File: config.mk
export PLATFORM = sky130hd
export DESIGN_NAME = wwhg_top
export DESIGN_NICKNAME = d
export VERILOG_FILES = /design/src/design/wwhg_pkg.sv /design/src/design/wwhg_top.sv /design/src/design/wwhg_div.sv /design/src/design/wwhg_delay.sv
export SDC_FILE = /design/constraint.sdc
export NUM_CORES = 1
export LEC_CHECK = 0
export ABC_AREA = 0
export BUFFER_PORTS_ARGS = -buffer_cell sky130_fd_sc_hd__buf_4
export CELL_PAD_IN_SITES_DETAIL_PLACEMENT = 1
export CELL_PAD_IN_SITES_GLOBAL_PLACEMENT = 1
export CORE_MARGIN = 2
export CORE_UTILIZATION = 35
export DETAILED_ROUTE_END_ITERATION = 8
export GPL_TIMING_DRIVEN = 0
export HOLD_SLACK_MARGIN = 0.05
export PLACE_DENSITY_LB_ADDON = 0.05
export SETUP_SLACK_MARGIN = 0.05
export SLEW_MARGIN = 20
export SYNTH_ARGS = -nofsm -noshare
export SYNTH_HDL_FRONTEND = slang
export SYNTH_SLANG_ARGS = --single-unit
File: constraint.sdc
create_clock -name pclk -period 5.8 [get_ports pclk]
set_clock_uncertainty 0.05 [all_clocks]
set_input_delay 0.29 -clock pclk [delete_from_list [all_inputs] [get_ports pclk]]
set_output_delay 0.29 -clock pclk [all_outputs]
set_load 0.02 [all_outputs]
File: src/design/wwhg_pkg.sv
// Package for the window watchdog with halt guard.
// Assumes one 40 MHz clock (pclk) and an APB register slave.
package wwhg_pkg;

    // ========================================================
    // Register map (byte addresses)
    // ========================================================
    localparam logic [7:0] ADDR_CTRL   = 8'h00; // watchdog_control_reg
    localparam logic [7:0] ADDR_WINDOW = 8'h04; // window value
    localparam logic [7:0] ADDR_OPT    = 8'h08; // option settings
    localparam logic [7:0] ADDR_CLK    = 8'h0C; // clock/wakeup enables
    localparam logic [7:0] ADDR_HALT   = 8'h10; // halt command / state
    localparam logic [7:0] ADDR_STAT   = 8'h14; // sticky events
    localparam logic [7:0] ADDR_MASK   = 8'h18; // interrupt mask

    // ========================================================
    // Field positions
    // ========================================================
    localparam int CTRL_ACT_POS   = 7;  // wd_activate_bit
    localparam int CNT_TOP_POS    = 6;  // wd_count_top_bit
    localparam int OPT_HWACT_POS  = 0;  // hardware activation
    localparam int OPT_HALTRST_POS = 1; // reset on halt
    localparam int OPT_SHORT_POS  = 2;  // 256-cycle restart
    localparam int CLK_OIE_POS    = 0;  // osc_irq_enable_bit
    localparam int CLK_AWU_POS    = 1;  // auto_wakeup_enable_bit
    localparam int HALT_CMD_POS   = 0;  // write 1: halt instruction
    localparam int HALT_WAKE_POS  = 1;  // write 1: wake request

    localparam int NUM_EVT = 4;
    localparam int EVT_UNDER = 0;  // counter underflow
    localparam int EVT_EARLY = 1;  // early reload
    localparam int EVT_HALT  = 2;  // halt reset
    localparam int EVT_WAKE  = 3;  // restart delay done

    // ========================================================
    // Reset values and forced halt mask
    // ========================================================
    localparam logic [6:0] CNT_RST    = 7'h7F;
    localparam logic [6:0] WIN_RST    = 7'h7F;
    localparam logic [1:0] IMASK_HALT = 2'h2; // forced mask bits 10b

    // ========================================================
    // Timing
    // ========================================================
    localparam int CLK_MHZ       = 40;
    localparam int OSC_DIV       = 5;     // pclk / divided_osc_clock
    localparam int TICK_OSC      = 16384; // osc cycles per decrement
    localparam int RST_PULSE_US  = 30;
    localparam int RST_PULSE_CYC = RST_PULSE_US * CLK_MHZ;
    localparam int RESTART_LONG  = 4096;
    localparam int RESTART_SHORT = 256;

    // ========================================================
    // Types
    // ========================================================
    typedef enum logic [1:0] {
        WWHG_RUN,
        WWHG_HALT,
        WWHG_ACT_HALT,
        WWHG_RESTART
    } wwhg_pwr_t;

    typedef struct packed {
        logic hw_act;    // force activation
        logic halt_rst;  // reset on halt allowed
        logic short_rst; // 256-cycle restart delay
    } wwhg_opt_t;

    typedef struct packed {
        logic       run;   // oscillator / rtc running
        logic       periph; // other peripherals clocked
        logic [1:0] imask; // condition_code_reg mask bits
    } wwhg_clkst_t;

endpackage

File: src/design/wwhg_top.sv
// Window watchdog with halt-mode guard, APB register slave.
// Assumes one 40 MHz pclk; option straps are quasi-static pins.
//
// Summary of operation
// RQ1: The counter steps down once per 16384 divided oscillator cycles.
// RQ2: The counter is seven bits in control bits 6:0, timeout in 64 steps.
// RQ3: When active, a fall from 40h to 3Fh starts a reset cycle.
// RQ4: A watchdog reset holds the reset pin low for about 30 us.
// RQ5: A reload while the count exceeds the window value causes a reset.
// RQ6: Software reloads only at or below the window and before bit six clears.
// RQ7: The watchdog acts only when activated, by hardware or software option.
// RQ8: An option decides whether halt with an active watchdog resets.
// RQ9: With active halt enabled, halt with an active watchdog never resets.
// RQ10: Halt enters active halt when the osc irq enable is 1 and wakeup is 0.
// RQ11: Leaving active halt by reset waits 4096 or 256 cycles by option.
// RQ12: Entering active halt forces the interrupt mask bits to 10b.
// RQ13: In active halt only the oscillator and real-time counter run.
// RQ14: Active halt is left on the rtc interrupt, other wakeups or reset.
// RQ15: Underflow and early reload drive one shared reset request.
`timescale 1ns/1ps
module wwhg_top (
    input  wire logic        pclk,       // 40 MHz clock
    input  wire logic        presetn,    // async reset, active low
    input  wire logic        psel,       // APB select
    input  wire logic        penable,    // APB enable
    input  wire logic        pwrite,     // APB write
    input  wire logic [7:0]  paddr,      // APB byte address
    input  wire logic [31:0] pwdata,     // APB write data
    output logic      [31:0] prdata,     // APB read data
    output logic             pready,     // APB ready
    output logic             pslverr,    // APB error
    input  wire logic        opt_hw_act, // strap: hardware activation
    input  wire logic        opt_halt_rst, // strap: reset on halt
    input  wire logic        opt_short,  // strap: 256-cycle restart
    input  wire logic        rtc_irq,    // rtc wakeup interrupt (pin)
    input  wire logic        ext_wake,   // other wakeup interrupt (pin)
    output logic             rst_pin_n,  // external reset, active low
    output logic             osc_run,    // oscillator/rtc clock enable
    output logic             periph_run, // peripheral clock enable
    output logic      [1:0]  imask,      // forced interrupt mask bits
    output logic             irq         // level interrupt
);
    // ========================================================
    // Input synchronisers and option capture
    // ========================================================
    logic [1:0] rtc_s_q, wake_s_q, hw_s_q, hr_s_q, sh_s_q;
    wwhg_pkg::wwhg_opt_t opt_q;

    always_ff @(posedge pclk or negedge presetn)
    begin
        if (!presetn)
        begin
            rtc_s_q  <= 2'h0;
            wake_s_q <= 2'h0;
            hw_s_q   <= 2'h0;
            hr_s_q   <= 2'h0;
            sh_s_q   <= 2'h0;
        end
        else
        begin
            rtc_s_q  <= {rtc_s_q[0], rtc_irq};
            wake_s_q <= {wake_s_q[0], ext_wake};
            hw_s_q   <= {hw_s_q[0], opt_hw_act};
            hr_s_q   <= {hr_s_q[0], opt_halt_rst};
            sh_s_q   <= {sh_s_q[0], opt_short};
        end
    end

    // Options follow the synchronised straps
    always_ff @(posedge pclk or negedge presetn)
    begin
        if (!presetn)
            opt_q <= '0;
        else
            opt_q <= '{hw_act: hw_s_q[1], halt_rst: hr_s_q[1],
                       short_rst: sh_s_q[1]};
    end

    // ========================================================
    // APB decode
    // ========================================================
    wire acc     = psel && penable;
    wire wr      = acc && pwrite;
    wire a_ctrl  = paddr == wwhg_pkg::ADDR_CTRL;
    wire a_win   = paddr == wwhg_pkg::ADDR_WINDOW;
    wire a_opt   = paddr == wwhg_pkg::ADDR_OPT;
    wire a_clk   = paddr == wwhg_pkg::ADDR_CLK;
    wire a_halt  = paddr == wwhg_pkg::ADDR_HALT;
    wire a_stat  = paddr == wwhg_pkg::ADDR_STAT;
    wire a_mask  = paddr == wwhg_pkg::ADDR_MASK;
    wire mapped  = a_ctrl | a_win | a_opt | a_clk | a_halt | a_stat | a_mask;
    wire wr_ctrl = wr && a_ctrl;
    wire wr_win  = wr && a_win;
    wire wr_clk  = wr && a_clk;
    wire wr_halt = wr && a_halt;
    wire wr_stat = wr && a_stat;
    wire wr_mask = wr && a_mask;

    // ========================================================
    // Registers
    // ========================================================
    logic [6:0] cnt_q, win_q;
    logic       act_q, oie_q, awu_q;
    logic [wwhg_pkg::NUM_EVT-1:0] stat_q, mask_q, evt;
    wwhg_pkg::wwhg_pwr_t pwr_q;

    wire act     = act_q | opt_q.hw_act;                          // [RQ7]
    wire in_halt = (pwr_q == wwhg_pkg::WWHG_HALT) ||
                   (pwr_q == wwhg_pkg::WWHG_ACT_HALT);

    // ========================================================
    // Time base: pclk -> divided osc -> counter step
    // ========================================================
    wire osc_tick;
    wire step;

    // Divided oscillator clock; stops in plain halt only
    wwhg_div #(.DIV(wwhg_pkg::OSC_DIV)) u_osc_div (
        .pclk    (pclk),
        .presetn (presetn),
        .clr     (1'b0),
        .en      (pwr_q != wwhg_pkg::WWHG_HALT),                  // [RQ13]
        .tick    (osc_tick)
    );

    // One counter step per 16384 divided osc cycles, frozen in halt
    wwhg_div #(.DIV(wwhg_pkg::TICK_OSC)) u_step_div (
        .pclk    (pclk),
        .presetn (presetn),
        .clr     (wr_ctrl),
        .en      (osc_tick && !in_halt),                         // [RQ1]
        .tick    (step)
    );

    // ========================================================
    // Fault detection
    // ========================================================
    wire [6:0] cnt_dec  = cnt_q - 7'h01;
    wire under   = act && step && cnt_q[wwhg_pkg::CNT_TOP_POS] &&
                   !cnt_dec[wwhg_pkg::CNT_TOP_POS];               // [RQ3]
    wire early   = act && wr_ctrl && (cnt_q > win_q);             // [RQ5]
    wire halt_go = wr_halt && pwdata[wwhg_pkg::HALT_CMD_POS] && !in_halt;
    wire to_act  = oie_q && !awu_q;                               // [RQ10]
    wire halt_rs = halt_go && act && opt_q.halt_rst && !to_act;   // [RQ8] [RQ9]
    wire wd_rst  = under | early | halt_rs;                       // [RQ15]

    // ========================================================
    // Reset pulse and restart delay
    // ========================================================
    wire        pulse_busy, pulse_done, rs_busy, rs_done;
    wire [12:0] rs_len = opt_q.short_rst ?
                         13'(wwhg_pkg::RESTART_SHORT) :
                         13'(wwhg_pkg::RESTART_LONG);             // [RQ11]
    wire        rtc_w  = rtc_s_q[1];
    wire        ext_w  = wake_s_q[1];
    wire        sw_w   = wr_halt && pwdata[wwhg_pkg::HALT_WAKE_POS];
    wire        wake   = in_halt && (wd_rst || sw_w || ext_w ||
                         (rtc_w && pwr_q == wwhg_pkg::WWHG_ACT_HALT)); // [RQ14]

    // Reset pin low for the fixed pulse length
    wwhg_delay #(.W(11)) u_pulse (
        .pclk    (pclk),
        .presetn (presetn),
        .start   (wd_rst && !pulse_busy),                         // [RQ4]
        .len     (11'(wwhg_pkg::RST_PULSE_CYC - 1)),              // Start adds one
        .busy    (pulse_busy),
        .done    (pulse_done)
    );

    // Oscillator restart delay before the core resumes
    wwhg_delay #(.W(13)) u_restart (
        .pclk    (pclk),
        .presetn (presetn),
        .start   (wake),                                          // [RQ11]
        .len     (rs_len),
        .busy    (rs_busy),
        .done    (rs_done)
    );

    // ========================================================
    // Power state machine
    // ========================================================
    wwhg_pkg::wwhg_pwr_t pwr_d;

    always_comb
    begin
        pwr_d = pwr_q;
        unique case (pwr_q)
            wwhg_pkg::WWHG_RUN:
                if (halt_go && !halt_rs)
                    pwr_d = to_act ? wwhg_pkg::WWHG_ACT_HALT
                                   : wwhg_pkg::WWHG_HALT;         // [RQ10]
            wwhg_pkg::WWHG_HALT,
            wwhg_pkg::WWHG_ACT_HALT:
                if (wake)
                    pwr_d = wwhg_pkg::WWHG_RESTART;
            wwhg_pkg::WWHG_RESTART:
                if (rs_done)
                    pwr_d = wwhg_pkg::WWHG_RUN;
        endcase
    end

    always_ff @(posedge pclk or negedge presetn)
    begin
        if (!presetn)
            pwr_q <= wwhg_pkg::WWHG_RUN;
        else
            pwr_q <= pwr_d;
    end

    // ========================================================
    // Watchdog counter and control registers
    // ========================================================
    always_ff @(posedge pclk or negedge presetn)
    begin
        if (!presetn)
        begin
            cnt_q <= wwhg_pkg::CNT_RST;
            act_q <= 1'b0;
        end
        else if (wr_ctrl)
        begin
            cnt_q <= pwdata[6:0];                                 // [RQ2]
            act_q <= act_q | pwdata[wwhg_pkg::CTRL_ACT_POS];      // [RQ7]
        end
        else if (step)
            cnt_q <= cnt_dec;                                     // [RQ1]
    end

    always_ff @(posedge pclk or negedge presetn)
    begin
        if (!presetn)
        begin
            win_q  <= wwhg_pkg::WIN_RST;
            oie_q  <= 1'b0;
            awu_q  <= 1'b0;
            mask_q <= '0;
        end
        else
        begin
            if (wr_win)
                win_q <= pwdata[6:0];
            if (wr_clk)
            begin
                oie_q <= pwdata[wwhg_pkg::CLK_OIE_POS];
                awu_q <= pwdata[wwhg_pkg::CLK_AWU_POS];
            end
            if (wr_mask)
                mask_q <= pwdata[wwhg_pkg::NUM_EVT-1:0];
        end
    end

    // ========================================================
    // Sticky status, set wins over write-one clear
    // ========================================================
    always_comb
    begin
        evt = '0;
        evt[wwhg_pkg::EVT_UNDER] = under;
        evt[wwhg_pkg::EVT_EARLY] = early;
        evt[wwhg_pkg::EVT_HALT]  = halt_rs;
        evt[wwhg_pkg::EVT_WAKE]  = rs_done;
    end

    wire [wwhg_pkg::NUM_EVT-1:0] clr = wr_stat ?
                                       pwdata[wwhg_pkg::NUM_EVT-1:0] : '0;

    always_ff @(posedge pclk or negedge presetn)
    begin
        if (!presetn)
            stat_q <= '0;
        else
            stat_q <= (stat_q & ~clr) | evt;
    end

    // ========================================================
    // Read mux and outputs
    // ========================================================
    wire [31:0] rd_ctrl = {24'h0, act, cnt_q};
    wire [31:0] rd_opt  = {29'h0, opt_q.short_rst, opt_q.halt_rst,
                           opt_q.hw_act};
    wire [31:0] rd_mux  =
        a_ctrl ? rd_ctrl :
        a_win  ? {25'h0, win_q} :
        a_opt  ? rd_opt :
        a_clk  ? {30'h0, awu_q, oie_q} :
        a_halt ? {30'h0, pwr_q} :
        a_stat ? {28'h0, stat_q} :
        a_mask ? {28'h0, mask_q} : 32'h0;

    wwhg_pkg::wwhg_clkst_t clk_d;
    assign clk_d.run    = pwr_d != wwhg_pkg::WWHG_HALT;            // [RQ13]
    assign clk_d.periph = pwr_d == wwhg_pkg::WWHG_RUN;             // [RQ13]
    assign clk_d.imask  = wwhg_pkg::IMASK_HALT;                    // [RQ12]

    always_ff @(posedge pclk or negedge presetn)
    begin
        if (!presetn)
        begin
            prdata     <= 32'h0;
            pready     <= 1'b0;
            pslverr    <= 1'b0;
            rst_pin_n  <= 1'b1;
            osc_run    <= 1'b1;
            periph_run <= 1'b1;
            imask      <= 2'h0;
            irq        <= 1'b0;
        end
        else
        begin
            pready     <= psel && !penable;
            pslverr    <= psel && !penable && !mapped;
            prdata     <= (psel && !penable && !pwrite) ? rd_mux : 32'h0;
            rst_pin_n  <= !(pulse_busy || (wd_rst && !pulse_busy)); // [RQ4]
            osc_run    <= clk_d.run;
            periph_run <= clk_d.periph;
            if (halt_go)
                imask <= clk_d.imask;                             // [RQ12]
            irq        <= |(stat_q & mask_q);
        end
    end

    wire unused_ok = pulse_done;
endmodule

File: src/design/wwhg_div.sv
// Divider producing a one-cycle enable every DIV input enables.
// Assumes en is a same-domain enable, either a held level or a one-cycle strobe.
`timescale 1ns/1ps
module wwhg_div #(
    parameter int DIV = 2
) (
    input  wire logic pclk,    // system clock
    input  wire logic presetn, // async reset, active low
    input  wire logic clr,     // restart the count
    input  wire logic en,      // input enable
    output logic      tick     // one-cycle output enable
);
    localparam int W = $clog2(DIV + 1);
    localparam logic [W-1:0] LAST = W'(DIV - 1);

    logic [W-1:0] cnt_q;
    wire          wrap = en && (cnt_q == LAST);

    // Counter with wrap pulse
    always_ff @(posedge pclk or negedge presetn)
    begin
        if (!presetn)
        begin
            cnt_q <= '0;
            tick  <= 1'b0;
        end
        else
        begin
            tick <= wrap && !clr;
            if (clr || wrap)
                cnt_q <= '0;
            else if (en)
                cnt_q <= cnt_q + W'(1);
        end
    end
endmodule

File: src/design/wwhg_delay.sv
// Down-counting timer loaded with a length, pulses done at zero.
// Assumes start is a one-cycle strobe on pclk.
`timescale 1ns/1ps
module wwhg_delay #(
    parameter int W = 13
) (
    input  wire logic         pclk,    // system clock
    input  wire logic         presetn, // async reset, active low
    input  wire logic         start,   // load and run
    input  wire logic [W-1:0] len,     // length in cycles
    output logic              busy,    // counting
    output logic              done     // one-cycle end pulse
);
    logic [W-1:0] cnt_q;

    // Load, count down, flag end
    always_ff @(posedge pclk or negedge presetn)
    begin
        if (!presetn)
        begin
            cnt_q <= '0;
            busy  <= 1'b0;
            done  <= 1'b0;
        end
        else
        begin
            done <= 1'b0;
            if (start)
            begin
                cnt_q <= len;
                busy  <= 1'b1;
            end
            else if (busy)
            begin
                cnt_q <= cnt_q - W'(1);
                if (cnt_q == W'(1))
                begin
                    busy <= 1'b0;
                    done <= 1'b1;
                end
            end
        end
    end
endmodule

Word level (Yosys, flattened, before mapping)
Cells that the tools add are included.
{"block": "op_classes", "n_addsub": 5, "n_lt_le_gt_ge": 1, "n_eq_ne": 15, "muxes": 34, "bitwise_logic": 14, "n_reduce_logical": 58}
{"cell": "13-bit two-way mux", "count": 3}
{"cell": "1-bit logical AND", "count": 31}
{"cell": "15-bit two-way mux", "count": 2}
{"cell": "8-bit by 5-bit equality test with 1-bit output, second input constant", "count": 3}
{"cell": "4-bit two-way mux", "count": 6}
{"cell": "11-bit two-way mux", "count": 2}
{"cell": "7-bit two-way mux", "count": 3}
{"cell": "8-bit by 4-bit equality test with 1-bit output, second input constant", "count": 2}
{"cell": "8-bit two-way mux", "count": 2}
{"cell": "15-bit by 1-bit adder with 15-bit output, second input constant", "count": 1}
{"cell": "15-bit by 14-bit equality test with 1-bit output, second input constant", "count": 1}
{"cell": "13-bit by 1-bit equality test with 1-bit output, second input constant", "count": 1}
{"cell": "13-bit by 1-bit subtractor with 13-bit output, second input constant", "count": 1}
{"cell": "11-bit by 1-bit equality test with 1-bit output, second input constant", "count": 1}
{"cell": "1-bit logical NOT", "count": 11}
{"cell": "11-bit by 1-bit subtractor with 11-bit output, second input constant", "count": 1}
{"cell": "1-bit bitwise OR", "count": 10}
{"cell": "2-bit nonzero test", "count": 5}
{"cell": "1-bit two-way mux", "count": 9}
{"cell": "4-bit bitwise AND", "count": 2}
{"cell": "8-bit by 3-bit equality test with 1-bit output, second input constant", "count": 1}
{"cell": "8-bit logical NOT", "count": 1}
{"cell": "2-bit two-way mux", "count": 4}
{"cell": "7-bit > comparator", "count": 1}
{"cell": "14 further kinds", "count": 23}
{"block": "word_totals", "reg_bits": 102, "inputBits": 50, "out_inout_bits": 40}

Depth between registers and ports, before layout
{"block": "logic_depth", "ltp_word": 16, "mapped_depth": 10}

By module
From an unflattened synthesis, not the netlist that was laid out.
{"block": "hier_totals", "cells_unflattened": 540, "area_unflattened_um2": 5449.0}
{"mod": "wwhg_top", "instances": 1, "cells_per_inst": 277, "area_per_inst_um2": 2877.8, "seq_area_each_um2": 1397.6}
{"mod": "wwhg_delay at u_restart", "instances": 1, "cells_per_inst": 93, "area_per_inst_um2": 883.3, "seq_area_each_um2": 375.4}
{"mod": "wwhg_div at u_step_div", "instances": 1, "cells_per_inst": 75, "area_per_inst_um2": 789.5, "seq_area_each_um2": 400.4}
{"mod": "wwhg_delay at u_pulse", "instances": 1, "cells_per_inst": 75, "area_per_inst_um2": 700.7, "seq_area_each_um2": 325.3}
{"mod": "wwhg_div at u_osc_div", "instances": 1, "cells_per_inst": 20, "area_per_inst_um2": 197.7, "seq_area_each_um2": 100.1}

Worst setup path after synthesis
OpenSTA, ideal clock, no wires.
{"block": "synth_path", "path_kind": "register -> register", "from": "register pwr_q[0]", "to": "register u_restart.cnt_q[8]", "setup_ps": 127, "t_arrival_ps": 2175, "t_required_ps": 5623, "setup_slack_ps": 3448, "stages_incl_launch_ff": 10, "n_path_buf": 1, "cell_sequence": "dfrtp_1 inv_1 ha_1 nor4b_1 nor3b_1 o21ai_0 and4_4 nor2b_2 buf_4 mux2_1"}
{"block": "synth_via", "elab_chain_cells": 13, "elab_cells_between_ends": 16, "cone_classes": "2 x eq/ne; 1 x mux; 1 x bitwise; 12 x reduce/logical"}
{"element": "start: declaration", "line": "wwhg_top.sv:105", "rtl": "wwhg_pkg::wwhg_pwr_t pwr_q;"}
{"element": "start signal: assignment", "line": "wwhg_top.sv:206", "rtl": "pwr_q <= wwhg_pkg::WWHG_RUN;"}
{"element": "start signal: assignment", "line": "wwhg_top.sv:208", "rtl": "pwr_q <= pwr_d;"}
{"element": "2-bit by 1-bit equality test with 1-bit output / 2-bit equality test (equally long branches)", "line": "wwhg_top.sv:108, wwhg_top.sv:109, wwhg_top.sv:158"}
{"element": "1-bit logical OR", "line": "wwhg_top.sv:108", "rtl": "wire in_halt = (pwr_q == wwhg_pkg::WWHG_HALT) ||"}
{"element": "1-bit logical NOT", "line": "wwhg_top.sv:142", "rtl": "wire halt_go = wr_halt && pwdata[wwhg_pkg::HALT_CMD_POS] && !in_halt;"}
{"element": "1-bit logical AND", "line": "wwhg_top.sv:142"}
{"element": "1-bit logical AND (3 in series)", "line": "wwhg_top.sv:144", "rtl": "wire halt_rs = halt_go && act && opt_q.halt_rst && !to_act;"}
{"element": "1-bit bitwise OR", "line": "wwhg_top.sv:145", "rtl": "wire wd_rst = under | early | halt_rs;"}
{"element": "1-bit logical OR (3 in series)", "line": "wwhg_top.sv:157", "rtl": "wire wake = in_halt && (wd_rst || sw_w || ext_w ||"}
{"element": "1-bit logical AND *", "line": "wwhg_top.sv:157"}
{"element": "13-bit two-way mux / 2-bit nonzero test (equally long branches)"}
{"element": "end signal: assignment", "line": "wwhg_delay.sv:30", "rtl": "cnt_q <= len;"}
{"element": "end signal: assignment", "line": "wwhg_delay.sv:35", "rtl": "cnt_q <= cnt_q - W'(1);"}
{"element": "end: declaration", "line": "wwhg_delay.sv:14", "rtl": "logic [W-1:0] cnt_q;"}
Every way passes the cells marked *; elsewhere a longest branch is shown, timed or not.
A chain may end at the register's enable or synchronous reset.

Worst setup path in the final report
{"block": "layout_path", "from": "register pwr_q[0]", "to": "register u_step_div.cnt_q[8]"}
{"block": "layout_via", "elab_chain_cells": 7, "elab_cells_between_ends": 9, "cone_classes": "2 x eq/ne; 1 x mux; 6 x reduce/logical"}
{"element": "2-bit by 1-bit equality test with 1-bit output / 2-bit equality test (equally long branches)", "line": "wwhg_top.sv:108, wwhg_top.sv:109"}
{"element": "1-bit logical OR *", "line": "wwhg_top.sv:108"}
{"element": "1-bit logical NOT *", "line": "wwhg_top.sv:131", "rtl": ".en (osc_tick && !in_halt),"}
{"element": "1-bit logical AND *", "line": "wwhg_top.sv:131"}
{"element": "1-bit logical AND", "line": "wwhg_div.sv:17", "rtl": "wire wrap = en && (cnt_q == LAST);"}
{"element": "1-bit logical OR", "line": "wwhg_div.sv:30", "rtl": "if (clr || wrap)"}
{"element": "15-bit two-way mux / 2-bit nonzero test (equally long branches)"}
{"element": "end signal: assignment", "line": "wwhg_div.sv:33", "rtl": "cnt_q <= cnt_q + W'(1);"}
{"element": "end: declaration", "line": "wwhg_div.sv:16", "rtl": "logic [W-1:0] cnt_q;"}
Marks and branches as above.

==> reports/qor.yml <==
cp-end-kind: "flop"
setup_viol: 0
p_sw_uw: 344
cts.path.max_buffers: 2
yosysWarnings: 0
cts_tree: "built"
initial_core_util_pct: 35.6
tightest_slew_ns: 0.928
grt.total_usage_pct: 15.8
synth_top_family_by_area: "simple AND/OR/NAND/NOR gates"
portBuffers: 38
drt_iter0_drc: 102
synthFlopType: "dfrtp_1"
drcViolationCount: 0
power.density_nw_per_um2: 256
drive_gt1_share_pct: 20.9
switching_share_pct: 21.8
cellInternalPower_mw: 1.23
cp_max_fo: 10
wl_per_cell_microns: 15.5
ir_drop_uv: 130
status: "finished clean"
cp.arrival_ns: 3.09
path_clk_slew_ns: 0.07
antenna_found_initial: 0
placed_cell_area_sq_um: 5740
avgViaCountPerCell: 4.87
ant_nets: 0
rsz0062_at_grt: "no"
synth_edf_count: 0
fin_setup_tns_ns: 0
final.period_utilization_pct: 50.2
slew_viol_final: 0
syn_area_sq_um: 5130
final_cell_mix: "85 x dfrtp_1, 63 x nor2_1, 63 x buf_4, 52 x nand2_1, 25 x conb_1"
syn_area_per_cell_sq_um: 10.1
fmax_ghz: 0.344
fin_nets: 653
ys_types: 64
die-area_sq_um: 15600
layout_min_cycle_time_ns: 2.91
synthMuxAreaShare_pct: 3.32
synthToLayoutAreaGrowth_pct: 19.9
die_x_microns: 125
cts_max_level: 3
ys_ff_latch: 102
final_cell_area_sq_um: 6150
grt-ovfl-total: 0
grt_start_max_net_pins: 103
p_leak_nw: 2.84
combPwrFrac_pct: 6.5
ys_seq_area_share_pct: 50.2
drv_cap: 0
place_congestion: 0.776
diodes: 0
cts_root_buffer: "clkbuf_16"
io_pins: 90
pwr-share-clk_pct: 47.0
wirelength_mm: 12.0
cts.repair.resized: 0
seqPwrFrac_pct: 46.4
cp-start-kind: "flop"
final_common_cell: "dfrtp_1"
syn_inst: 506
vias: 3762
synth_fa_ha_area_share_pct: 4.64
hold_violations: 0
die_y_microns: 125
rows: 44
grt_pass1_wl_mm: 19.9
synth_compound_area_share_pct: 10.2
synth_xor_area_share_pct: 5.64
crit_required_ns: 5.98
clkLatencyLatePin_ns: 0.35
cts_sinks: 102
core-area_sq_um: 14400
hp-class: "input port to asynchronous set/reset pin"
critPathKind: "flop to flop"
cts_buffers: 9
first_global_vias: 3891
relSlewSlack_pct: 38.1
post-dp-hpwl_mm: 8.67
synthSimpleGateAreaFrac_pct: 19.2
firstDrtPassIters: 4
async_flop_share_pct: 100
synthesized netlist by cell type (3+ instances only):
cell type	n	share of area, %
o21ai_0	22	2.1
xor2_1	14	2.4
nor2_1	63	4.6
dfrtp_1	85	41
o22ai_1	3	0.37
mux2_2	7	1.5
a21o_1	4	0.59
nor3_1	12	1.2
or2_2	3	0.37
nor2b_1	3	0.37
clkbuf_1	4	0.29
buf_2	4	0.39
a21oi_1	22	2.1
and3_1	6	0.73
nor4b_1	5	0.85
inv_1	23	1.7
or3_1	6	0.73
nand2b_1	6	0.73
mux2i_1	8	1.6
xnor2_1	19	3.2
nand2_1	52	3.8
ha_1	19	4.6
a22oi_1	6	0.88
buf_4	26	3.8
a31oi_1	3	0.37
nand3_1	8	0.78
nand4_1	7	0.85
dfstp_2	17	8.7
nor3b_1	4	0.59
state kept, by name, summed over array words and instances (netlist names), 4 cells and up:
| signal | count |
|---|---|
| stat_q | 4 |
| u_pulse.cnt_q | 11 |
| cnt_q | 7 |
| prdata | 8 |
| mask_q | 4 |
| u_restart.cnt_q | 13 |
| win_q | 7 |
| u_step_div.cnt_q | 15 |
cell type report:
type,instances,area (sq um)
fillers,1635,8270
plain buffers,37,256
clock inverters,6,134
multi-input cells,368,2300
inverters,23,86.3
clock buffers,10,229
repair buffers,43,339
well taps,184,230
flip-flops and latches,102,2570
metrics by stage:
step / utilization (%) / power, mW / instances / worst slack, ns / hold slack (ns)
5_1_grt: 42.6 / 1.64 / 773 / 2.59 / 0.0719
2_1_floorplan: - / 0.802 / 530 / 3.45 / -0.0556
3_5_place_dp: 39.8 / 0.846 / 752 / 2.83 / 0.286
6_report: 42.6 / 1.57 / 773 / 2.89 / 0.00848
3_3_place_gp: 39.8 / 0.845 / 752 / 2.87 / 0.288
4_1_cts: 42.6 / 1.60 / 773 / 2.81 / 0.0544
routing by layer:
metal  vias to the layer above  routed length [microns]  global-route usage [%]
li1                       1846                        -                       -
met1                      1853                     5670                    20.9
met2                        50                     5790                    26.4
met3                        13                      341                    2.40
met4                         0                      186                    5.69
met5                         -                        0                       0
power groups by stage:
stage / combinational (mW) / clock (mW) / sequential [mW]
5_1_grt: 0.113 / 0.790 / 0.733
6_report: 0.103 / 0.740 / 0.731
4_1_cts: 0.105 / 0.761 / 0.732
2_1_floorplan: 0.0581 / 0 / 0.744
3_3_place_gp: 0.100 / 0 / 0.744
3_5_place_dp: 0.101 / 0 / 0.745
worst max-delay path: stages (launching register included):
cell	delay, ns
dfrtp_1	0.41
inv_1	0.14
ha_1	0.42
nor4_2	0.61
and4_1	0.28
nand3_1	0.13
o21ai_1	0.37
buf_2	0.29
nor2_1	0.07
repair_timing:
item | 4_1_cts | 5_1_grt
setup buffers | 0 | 0
hold buffers | 5 | 0
setup endpoints to repair | 0 | 0
endpoints found under the hold margin | 5 | 0
path summary, 6_finish.rpt:
check,cells after the start,slack [ns],from,to
min in group pclk,2,0.08,penable,pready
worst min-delay path,1,0.008,presetn,prdata[4]
worst max register to register,8,2.89,pwr_q[0],u_step_div.cnt_q[8]
worst max-delay path,8,2.89,pwr_q[0],u_step_div.cnt_q[8]
worst min register to register,0,0.30,wake_s_q[0],wake_s_q[1]
max in group asynchronous,1,5.08,presetn,u_step_div.cnt_q[7]
cells by family (layout without fill, tap and decap cells):
group / Yosys count / count (layout)
xor+xnor: 33 / 33
compound gates: 81 / 81
fa+ha+maj: 19 / 19
mux: 16 / 16
simple gates: 194 / 194
buf+inv: 60 / 119
other cells: 1 / 25
flops: 102 / 102
Note: power is estimated with default switching activity, not from simulation.
